--- src/sbp_regs.vh ---
`ifndef SBP_REGS_VH
`define SBP_REGS_VH
`define SBP_WEDGES        54
`define SBP_TRACKS        1172
`define SBP_BURST_US      72
`define SBP_CLK_MHZ       100
`define SBP_BURST_CYC     (`SBP_BURST_US * `SBP_CLK_MHZ)
`define SBP_TRIAL_HALF    8'h7f
`define SBP_TRIAL_ALL     8'hff
`define SBP_GAIN_SHIFT    5
`define SBP_DRV_OUT_FULL  8'hff
`define SBP_DRV_ZERO      8'h80
`define SBP_DRV_IN_FULL   8'h00
`define SBP_BIT_LAST      3'h0
`define SBP_BIT_FIRST     3'h7
`endif

--- src/sbp_sar.v ---
`timescale 1ns/1ns
`include "sbp_regs.vh"
// eight-step successive approximation register, active-low trial bits
module sbp_sar (
  input  wire       ref_clk,
  input  wire       reset_n,
  input  wire       start_n,
  input  wire       cmp_below,
  output reg  [7:0] trial_r,
  output reg  [7:0] result_r,
  output reg        busy_r,
  output reg        done_r
);
  reg [2:0] idx_r;

  // one trial bit resolved per clock
  always @(posedge ref_clk) begin
    if (!reset_n) begin
      trial_r  <= `SBP_TRIAL_ALL;
      result_r <= 8'h00;
      busy_r   <= 1'b0;
      done_r   <= 1'b0;
      idx_r    <= `SBP_BIT_FIRST;
    end else if (!start_n) begin
      trial_r <= `SBP_TRIAL_HALF;
      busy_r  <= 1'b1;
      done_r  <= 1'b0;
      idx_r   <= `SBP_BIT_FIRST;
    end else if (busy_r) begin
      trial_r[idx_r] <= cmp_below;
      if (idx_r != `SBP_BIT_LAST) begin
        trial_r[idx_r - 3'h1] <= 1'b0;
        idx_r <= idx_r - 3'h1;
      end else begin
        busy_r   <= 1'b0;
        done_r   <= 1'b1;
        result_r <= ~{trial_r[7:1], cmp_below}; // inverted for processor
      end
    end
  end
endmodule

--- src/sbp_servo.v ---
`timescale 1ns/1ns
`include "sbp_regs.vh"
// Operation
// - the servo surface has 54 wedges and every one of 1172 tracks repeats the same bursts.
// - each wedge alternates first and second bursts of 72 us each, the second sampled before the first.
// - the controller times the peak sample and clears the held peak before the next burst.
// - a conversion starts when the active-low kickoff goes low, pulsed at the end of each burst's peak window.
// - the held peak resolves to 8 bits in eight trials from the top bit down.
// - the first trial word after kickoff is half scale with only the top bit low.
// - a low decision means input above trial, the bit stays low, and it reads inverted.
// - error is 32(first-second)/sum on odd tracks and 32(second-first)/sum on even tracks.
// - the actuator code is all ones full outward, top bit alone zero, all zeros full inward.
// - the burst loop is used only for fine settling after coarse seek arrival.
module sbp_servo (
  input  wire       ref_clk,
  input  wire       reset_n,
  input  wire       fine_en,
  input  wire       odd_track,
  input  wire       cmp_below,
  output reg        peak_clear_r,
  output reg        peak_sample_r,
  output wire       start_n,
  output wire [7:0] trial_word,
  output reg  [7:0] burst_val_r,
  output reg  [7:0] pos_err_r,
  output reg        err_valid_r,
  output reg  [7:0] drive_code_r
);
  // one-hot sequencer states
  localparam [5:0] ST_IDLE  = 6'h01;
  localparam [5:0] ST_CLEAR = 6'h02;
  localparam [5:0] ST_HOLD  = 6'h04;
  localparam [5:0] ST_CONV  = 6'h08;
  localparam [5:0] ST_WAIT  = 6'h10;
  localparam [5:0] ST_CALC  = 6'h20;
  localparam [13:0] BURST_CYC = `SBP_BURST_CYC;
  localparam [5:0]  WEDGES    = `SBP_WEDGES;

  reg  [5:0]  state_r;
  reg  [13:0] cnt_r;
  reg         second_r;
  reg         kick_r;
  reg  [7:0]  last_b_r;
  reg  [7:0]  cur_a_r;
  reg  [5:0]  wedge_r;
  wire [7:0]  result;
  wire        busy;
  wire        done;
  // derived strobes and combinational selects
  wire        hold_end;
  wire        conv_end;
  wire        capture;
  wire        calc_go;
  reg  [7:0]  err_sel;
  reg  [5:0]  wedge_nxt;

  // signed 8-bit error = 32*(p-q)/(p+q)
  function [7:0] err_calc;
    input [7:0] p;
    input [7:0] q;
    reg signed [15:0] num;
    reg signed [15:0] den;
    reg signed [15:0] quo;
    begin
      num = ($signed({8'h00, p}) - $signed({8'h00, q})) <<< `SBP_GAIN_SHIFT;
      den = $signed({8'h00, p}) + $signed({8'h00, q});
      quo = (den == 16'sh0000) ? 16'sh0000 : num / den;
      err_calc = quo[7:0];
    end
  endfunction

  // offset-binary actuator code around zero current
  function [7:0] drive_of;
    input [7:0] err;
    begin
      drive_of = `SBP_DRV_ZERO ^ err;
    end
  endfunction

  assign start_n = ~kick_r;

  // end of one burst's peak window
  assign hold_end = (cnt_r == BURST_CYC - 14'h0001);
  // converter back to idle with a result
  assign conv_end = done && !busy;
  // result taken in the wait state only
  assign capture  = (state_r == ST_WAIT) && conv_end;
  // error update cycle
  assign calc_go  = (state_r == ST_CALC);

  // odd/even error sign
  // orientation follows track parity, A paired with latest B
  always @* begin
    if (odd_track) begin
      err_sel = err_calc(cur_a_r, last_b_r);
    end else begin
      err_sel = err_calc(last_b_r, cur_a_r);
    end
  end

  always @* begin
    if (wedge_r == WEDGES - 6'h01) begin
      wedge_nxt = 6'h00;
    end else begin
      wedge_nxt = wedge_r + 6'h01;
    end
  end

  // wedge position advances once per error update
  always @(posedge ref_clk) begin
    if (!reset_n) begin
      wedge_r <= 6'h00;
    end else if (calc_go) begin
      wedge_r <= wedge_nxt;
    end
  end

  always @(posedge ref_clk) begin
    if (!reset_n) begin
      burst_val_r <= 8'h00;
      last_b_r    <= 8'h00;
      cur_a_r     <= 8'h00;
    end else if (capture) begin
      burst_val_r <= result;
      if (second_r) begin
        last_b_r <= result;
      end else begin
        cur_a_r <= result;
      end
    end
  end

  sbp_sar u_sar (
    .ref_clk  (ref_clk),
    .reset_n  (reset_n),
    .start_n  (start_n),
    .cmp_below(cmp_below),
    .trial_r  (trial_word),
    .result_r (result),
    .busy_r   (busy),
    .done_r   (done)
  );

  // burst schedule and conversion sequencing
  always @(posedge ref_clk) begin
    if (!reset_n) begin
      state_r       <= ST_IDLE;
      cnt_r         <= 14'h0000;
      second_r      <= 1'b0;
      kick_r        <= 1'b0;
      peak_clear_r  <= 1'b1;
      peak_sample_r <= 1'b0;
      pos_err_r     <= 8'h00;
      err_valid_r   <= 1'b0;
      drive_code_r  <= `SBP_DRV_ZERO;
    end else begin
      kick_r      <= 1'b0;
      err_valid_r <= 1'b0;
      case (state_r)
        ST_IDLE: begin
          peak_clear_r  <= 1'b1;
          peak_sample_r <= 1'b0;
          // first burst after idle is a B burst
          second_r      <= 1'b1;
          cnt_r         <= 14'h0000;
          if (!fine_en) begin
            drive_code_r <= `SBP_DRV_ZERO;
          end else begin
            state_r <= ST_CLEAR;
          end
        end
        ST_CLEAR: begin
          peak_clear_r  <= 1'b0;
          peak_sample_r <= 1'b1;
          state_r       <= ST_HOLD;
        end
        ST_HOLD: begin
          if (hold_end) begin
            cnt_r         <= 14'h0000;
            peak_sample_r <= 1'b0;
            kick_r        <= 1'b1;
            state_r       <= ST_CONV;
          end else begin
            cnt_r <= cnt_r + 14'h0001;
          end
        end
        ST_CONV: begin
          state_r <= ST_WAIT;
        end
        ST_WAIT: begin
          if (conv_end) begin
            peak_clear_r <= 1'b1;
            if (second_r) begin
              state_r <= ST_CLEAR;
            end else begin
              state_r <= ST_CALC;
            end
            second_r <= ~second_r;
          end
        end
        ST_CALC: begin
          pos_err_r    <= err_sel;
          drive_code_r <= drive_of(err_sel);
          err_valid_r  <= 1'b1;
          state_r      <= fine_en ? ST_CLEAR : ST_IDLE;
        end
        default: state_r <= ST_IDLE;
      endcase
    end
  end
endmodule

--- config.mk ---
export PLATFORM = sky130hd
export DESIGN_NAME = sbp_servo
export DESIGN_NICKNAME = d
export VERILOG_FILES = /design/src/sbp_sar.v /design/src/sbp_servo.v
export VERILOG_INCLUDE_DIRS = /design/src /design/src/src
export SDC_FILE = /design/constraint.sdc
export NUM_CORES = 1
export LEC_CHECK = 0
export BUFFER_PORTS_ARGS = -buffer_cell sky130_fd_sc_hd__buf_2
export CORE_MARGIN = 2
export CORE_UTILIZATION = 50
export CTS_CLUSTER_SIZE = 14
export DETAILED_ROUTE_END_ITERATION = 7
export PLACE_DENSITY = 0.7
export SYNTH_ARGS = -nofsm -noshare
export SYNTH_HDL_FRONTEND = slang
export SYNTH_HIERARCHICAL = 1
export SYNTH_SLANG_ARGS = --single-unit
--- constraint.sdc ---
create_clock -name ref_clk -period 32.4 [get_ports ref_clk]
set_clock_uncertainty 0.1 [all_clocks]
set_input_delay 1.62 -clock ref_clk [delete_from_list [all_inputs] [get_ports ref_clk]]
set_output_delay 1.62 -clock ref_clk [all_outputs]
set_load 0.02 [all_outputs]
==> flow_metrics.py <==
metrics = {
    "floorplanning": {
        "core_area_um2": 36700,
        "die-area_um2": 38900,
        "ios": 41,
        "num_rows": 70,
        "start_util": 0.509,
        "die_w_um": 197,
        "die_y_um": 197,
    },
    "global_routing": {
        "grt_pass1_wl_um": 97800,
        "grt_usage": 0.307,
        "antenna_found_initial": 1,
        "grt_max_degree": 49,
        "grt_pass1_vias": 18800,
        "grt_remaining_overflow": 0,
    },
    "logic_synthesis": {
        "netlist_instances": 2587,
        "syn_area_per_cell_um2": 7.22,
        "seq_area_frac_synth": 0.0922,
        "async_reset_ff_frac": 0,
        "yosysWarnings": 6,
        "netlist_area_um2": 18700,
        "ys.flop_type": "dfxtp_1",
        "ys_ff_latch": 86,
        "synth-edff-count": 0,
        "synth_cell_types": 121,
    },
    "sta": {
        "finalHoldViolations": 0,
        "finalCritPeriodShare": 0.947,
        "setup_viol": 0,
        "final.setup.tns_ns": 0,
        "max_freq_mhz": 32.6,
        "tightest_slew_ns": 1.24,
        "min_period_ns": 30.67,
        "drv_slew": 0,
        "max_slew_margin": 0.170,
    },
    "setup_path": {
        "reg2regPathDepth": 149,
        "path_max_fanout": 14,
        "timing.rr.start": "cur_a_r[0]$_SDFFE_PN0P_",
        "r2r_slack_ns": 1.73,
        "critPathKind": "flip-flop to flip-flop",
        "cpMostUsedCell": "ha_1",
        "critPathMaxStageDelay_ns": 0.58,
        "r2r-end": "pos_err_r[4]$_SDFFE_PN0P_",
        "crit_path_end_kind": "flip-flop",
        "arrival_ns": 30.77,
        "cp-start-kind": "flip-flop",
        "critical_path.slowest_cell": "or4_1",
        "crit_required_ns": 32.50,
    },
    "job": {
        "maxCapViolCount": 0,
    },
    "cts": {
        "clock_path_buffers": 2,
        "htreeDepth": 3,
        "cts_buffers": 9,
        "clkTransAtPathRegs_ns": 0.07,
        "hold_buffers": 0,
        "clock-root-buffer": "clkbuf_16",
        "cts_tree": "yes",
        "clock_latency_ns": 0.34,
        "cts.sinks": 86,
    },
    "finish": {
        "area.growth.synth_to_final_pct": 9.07,
        "utilization": 0.555,
        "fillers": 3507,
        "diodes": 0,
        "drive_gt1_frac": 0.123,
        "mostFrequentLayoutCell": "nor2_1",
        "layout_common_cells": "nor2_1, ha_1, nand2_1",
        "num-nets-final": 2901,
    },
    "place": {
        "gp_congestion": 1.04,
        "hpwl_um": 48200,
        "io_buffers": 40,
    },
    "min_path": {
        "hold_path_class": "flip-flop to flip-flop",
        "hold_start": "u_sar/done_r$_SDFFE_PN0P_",
        "hold_end": "u_sar/done_r$_SDFFE_PN0P_",
        "worstHoldPathCells": 1,
    },
    "routing": {
        "antenna_left": 0,
        "wl_um": 61800,
        "remaining_drc_errors": 0,
        "post_drt_via_cell_ratio": 6.48,
        "num_vias": 20200,
        "drt_iter0_drc": 1524,
        "wl_per_cell_um": 19.8,
        "drt-pass1-iter-count": 5,
    },
    "status": {
        "status": "finished, final reports clean",
    },
}
==> state kept, by name, indices dropped and copies added (netlist names), 6 cells and up <==
| register | count |
|---|---|
| last_b_r | 8 |
| state_r | 6 |
| cur_a_r | 8 |
| drive_code_r | 8 |
| u_sar/result_r | 8 |
| burst_val_r | 8 |
| cnt_r | 14 |
| u_sar/trial_r | 8 |
| pos_err_r | 8 |
==> synth_stat cells (20+ instances only) <==
cell / n / share of area
and2_1: 31 / 0.010
o21a_1: 65 / 0.026
clkbuf_1: 48 / 0.0096
mux2i_1: 43 / 0.023
inv_1: 110 / 0.022
nor2b_1: 34 / 0.011
o31ai_1: 31 / 0.012
nand4_1: 20 / 0.0067
dfxtp_1: 86 / 0.092
o21ai_0: 149 / 0.040
o21bai_1: 36 / 0.014
nor2_1: 287 / 0.058
a21o_1: 54 / 0.022
a211oi_1: 24 / 0.0096
or2_2: 20 / 0.0067
nand2b_1: 50 / 0.017
o211ai_1: 39 / 0.016
xor2_1: 51 / 0.024
a31oi_1: 29 / 0.0097
nor3_1: 87 / 0.023
a21oi_1: 227 / 0.061
ha_1: 243 / 0.16
nand3_1: 60 / 0.016
or3_1: 21 / 0.0070
nand2_1: 218 / 0.044
xnor2_1: 90 / 0.042
and3_1: 30 / 0.010
mux2_2: 47 / 0.028
==> stage by stage <==
step           setup WS [ns]  std cells  hold WS (ns)  cell area, um2
4_1_cts               0.0344       3112         0.368           20000
3_3_place_gp           0.560       3096         0.342           19700
3_5_place_dp          -0.493       3096         0.354           19700
2_1_floorplan           1.94       2592         0.333           18700
6_report                1.73       3119         0.368           20400
5_1_grt              -0.0560       3119         0.385           20400
==> final cells by class <==
class	instances	area, um2	share of cell area
multi-input combinational	2319	16500	0.811
sequential	86	1720	0.0846
timing repair buffer	115	763	0.0375
tap	468	586	0.0287
inverter	115	432	0.0212
clock buffer	10	239	0.0117
clock inverter	6	100	0.00491
==> worst max-delay path by stage <==
stage	startpoint	to	slack, ns
3_3_place_gp	cur_a_r[0]$_SDFFE_PN0P_	drive_code_r[1]$_SDFFE_PN0P_	0.56
2_1_floorplan	last_b_r[1]$_SDFFE_PN0P_	drive_code_r[1]$_SDFFE_PN0P_	1.94
3_5_place_dp	cur_a_r[1]$_SDFFE_PN0P_	pos_err_r[1]$_SDFFE_PN0P_	-0.49
4_1_cts	cur_a_r[1]$_SDFFE_PN0P_	pos_err_r[1]$_SDFFE_PN0P_	0.03
6_report	cur_a_r[0]$_SDFFE_PN0P_	pos_err_r[4]$_SDFFE_PN0P_	1.73
5_1_grt	cur_a_r[0]$_SDFFE_PN0P_	drive_code_r[2]$_SDFFE_PN0P_	-0.06
==> routing by layer <==
layer	GRT usage	share of wire	routed length, um	vias to the layer above
li1	-	-	-	9788
met1	0.421	0.44	27500	9495
met2	0.505	0.45	27900	786
met3	0.0328	0.075	4640	130
met4	0.0958	0.029	1790	0
met5	0	0	0	-
==> logic make-up after synthesis <==
logic type	synth area share
AO/OA/AOI/OAI	0.320
XOR/XNOR	0.0673
adder cells (fa/ha/maj)	0.170
buffers and inverters	0.0423
flip-flops	0.0922
multiplexers	0.0534
other	0.000201
AND/OR/NAND/NOR	0.254
==> critical path, delay by kind of cell, from the launching register on <==
family	cells	cell delay [ns]
simple gates	47	8.47
compound gates	69	12.59
buf+inv	9	1.39
fa+ha+maj	17	5.34
flops	1	0.37
xor+xnor	1	0.20
mux	6	2.01
==> timing repair <==
item / CTS / global route
endpoints found under the hold margin: 0 / 0
setup buffers: 0 / 7
setup endpoints to repair: 10 / 16
pin swaps: 0 / 10
resized for setup: 6 / 78
Power is not shown: default switching activity piles up to over one toggle a cycle in this logic, so the estimate is an artifact.
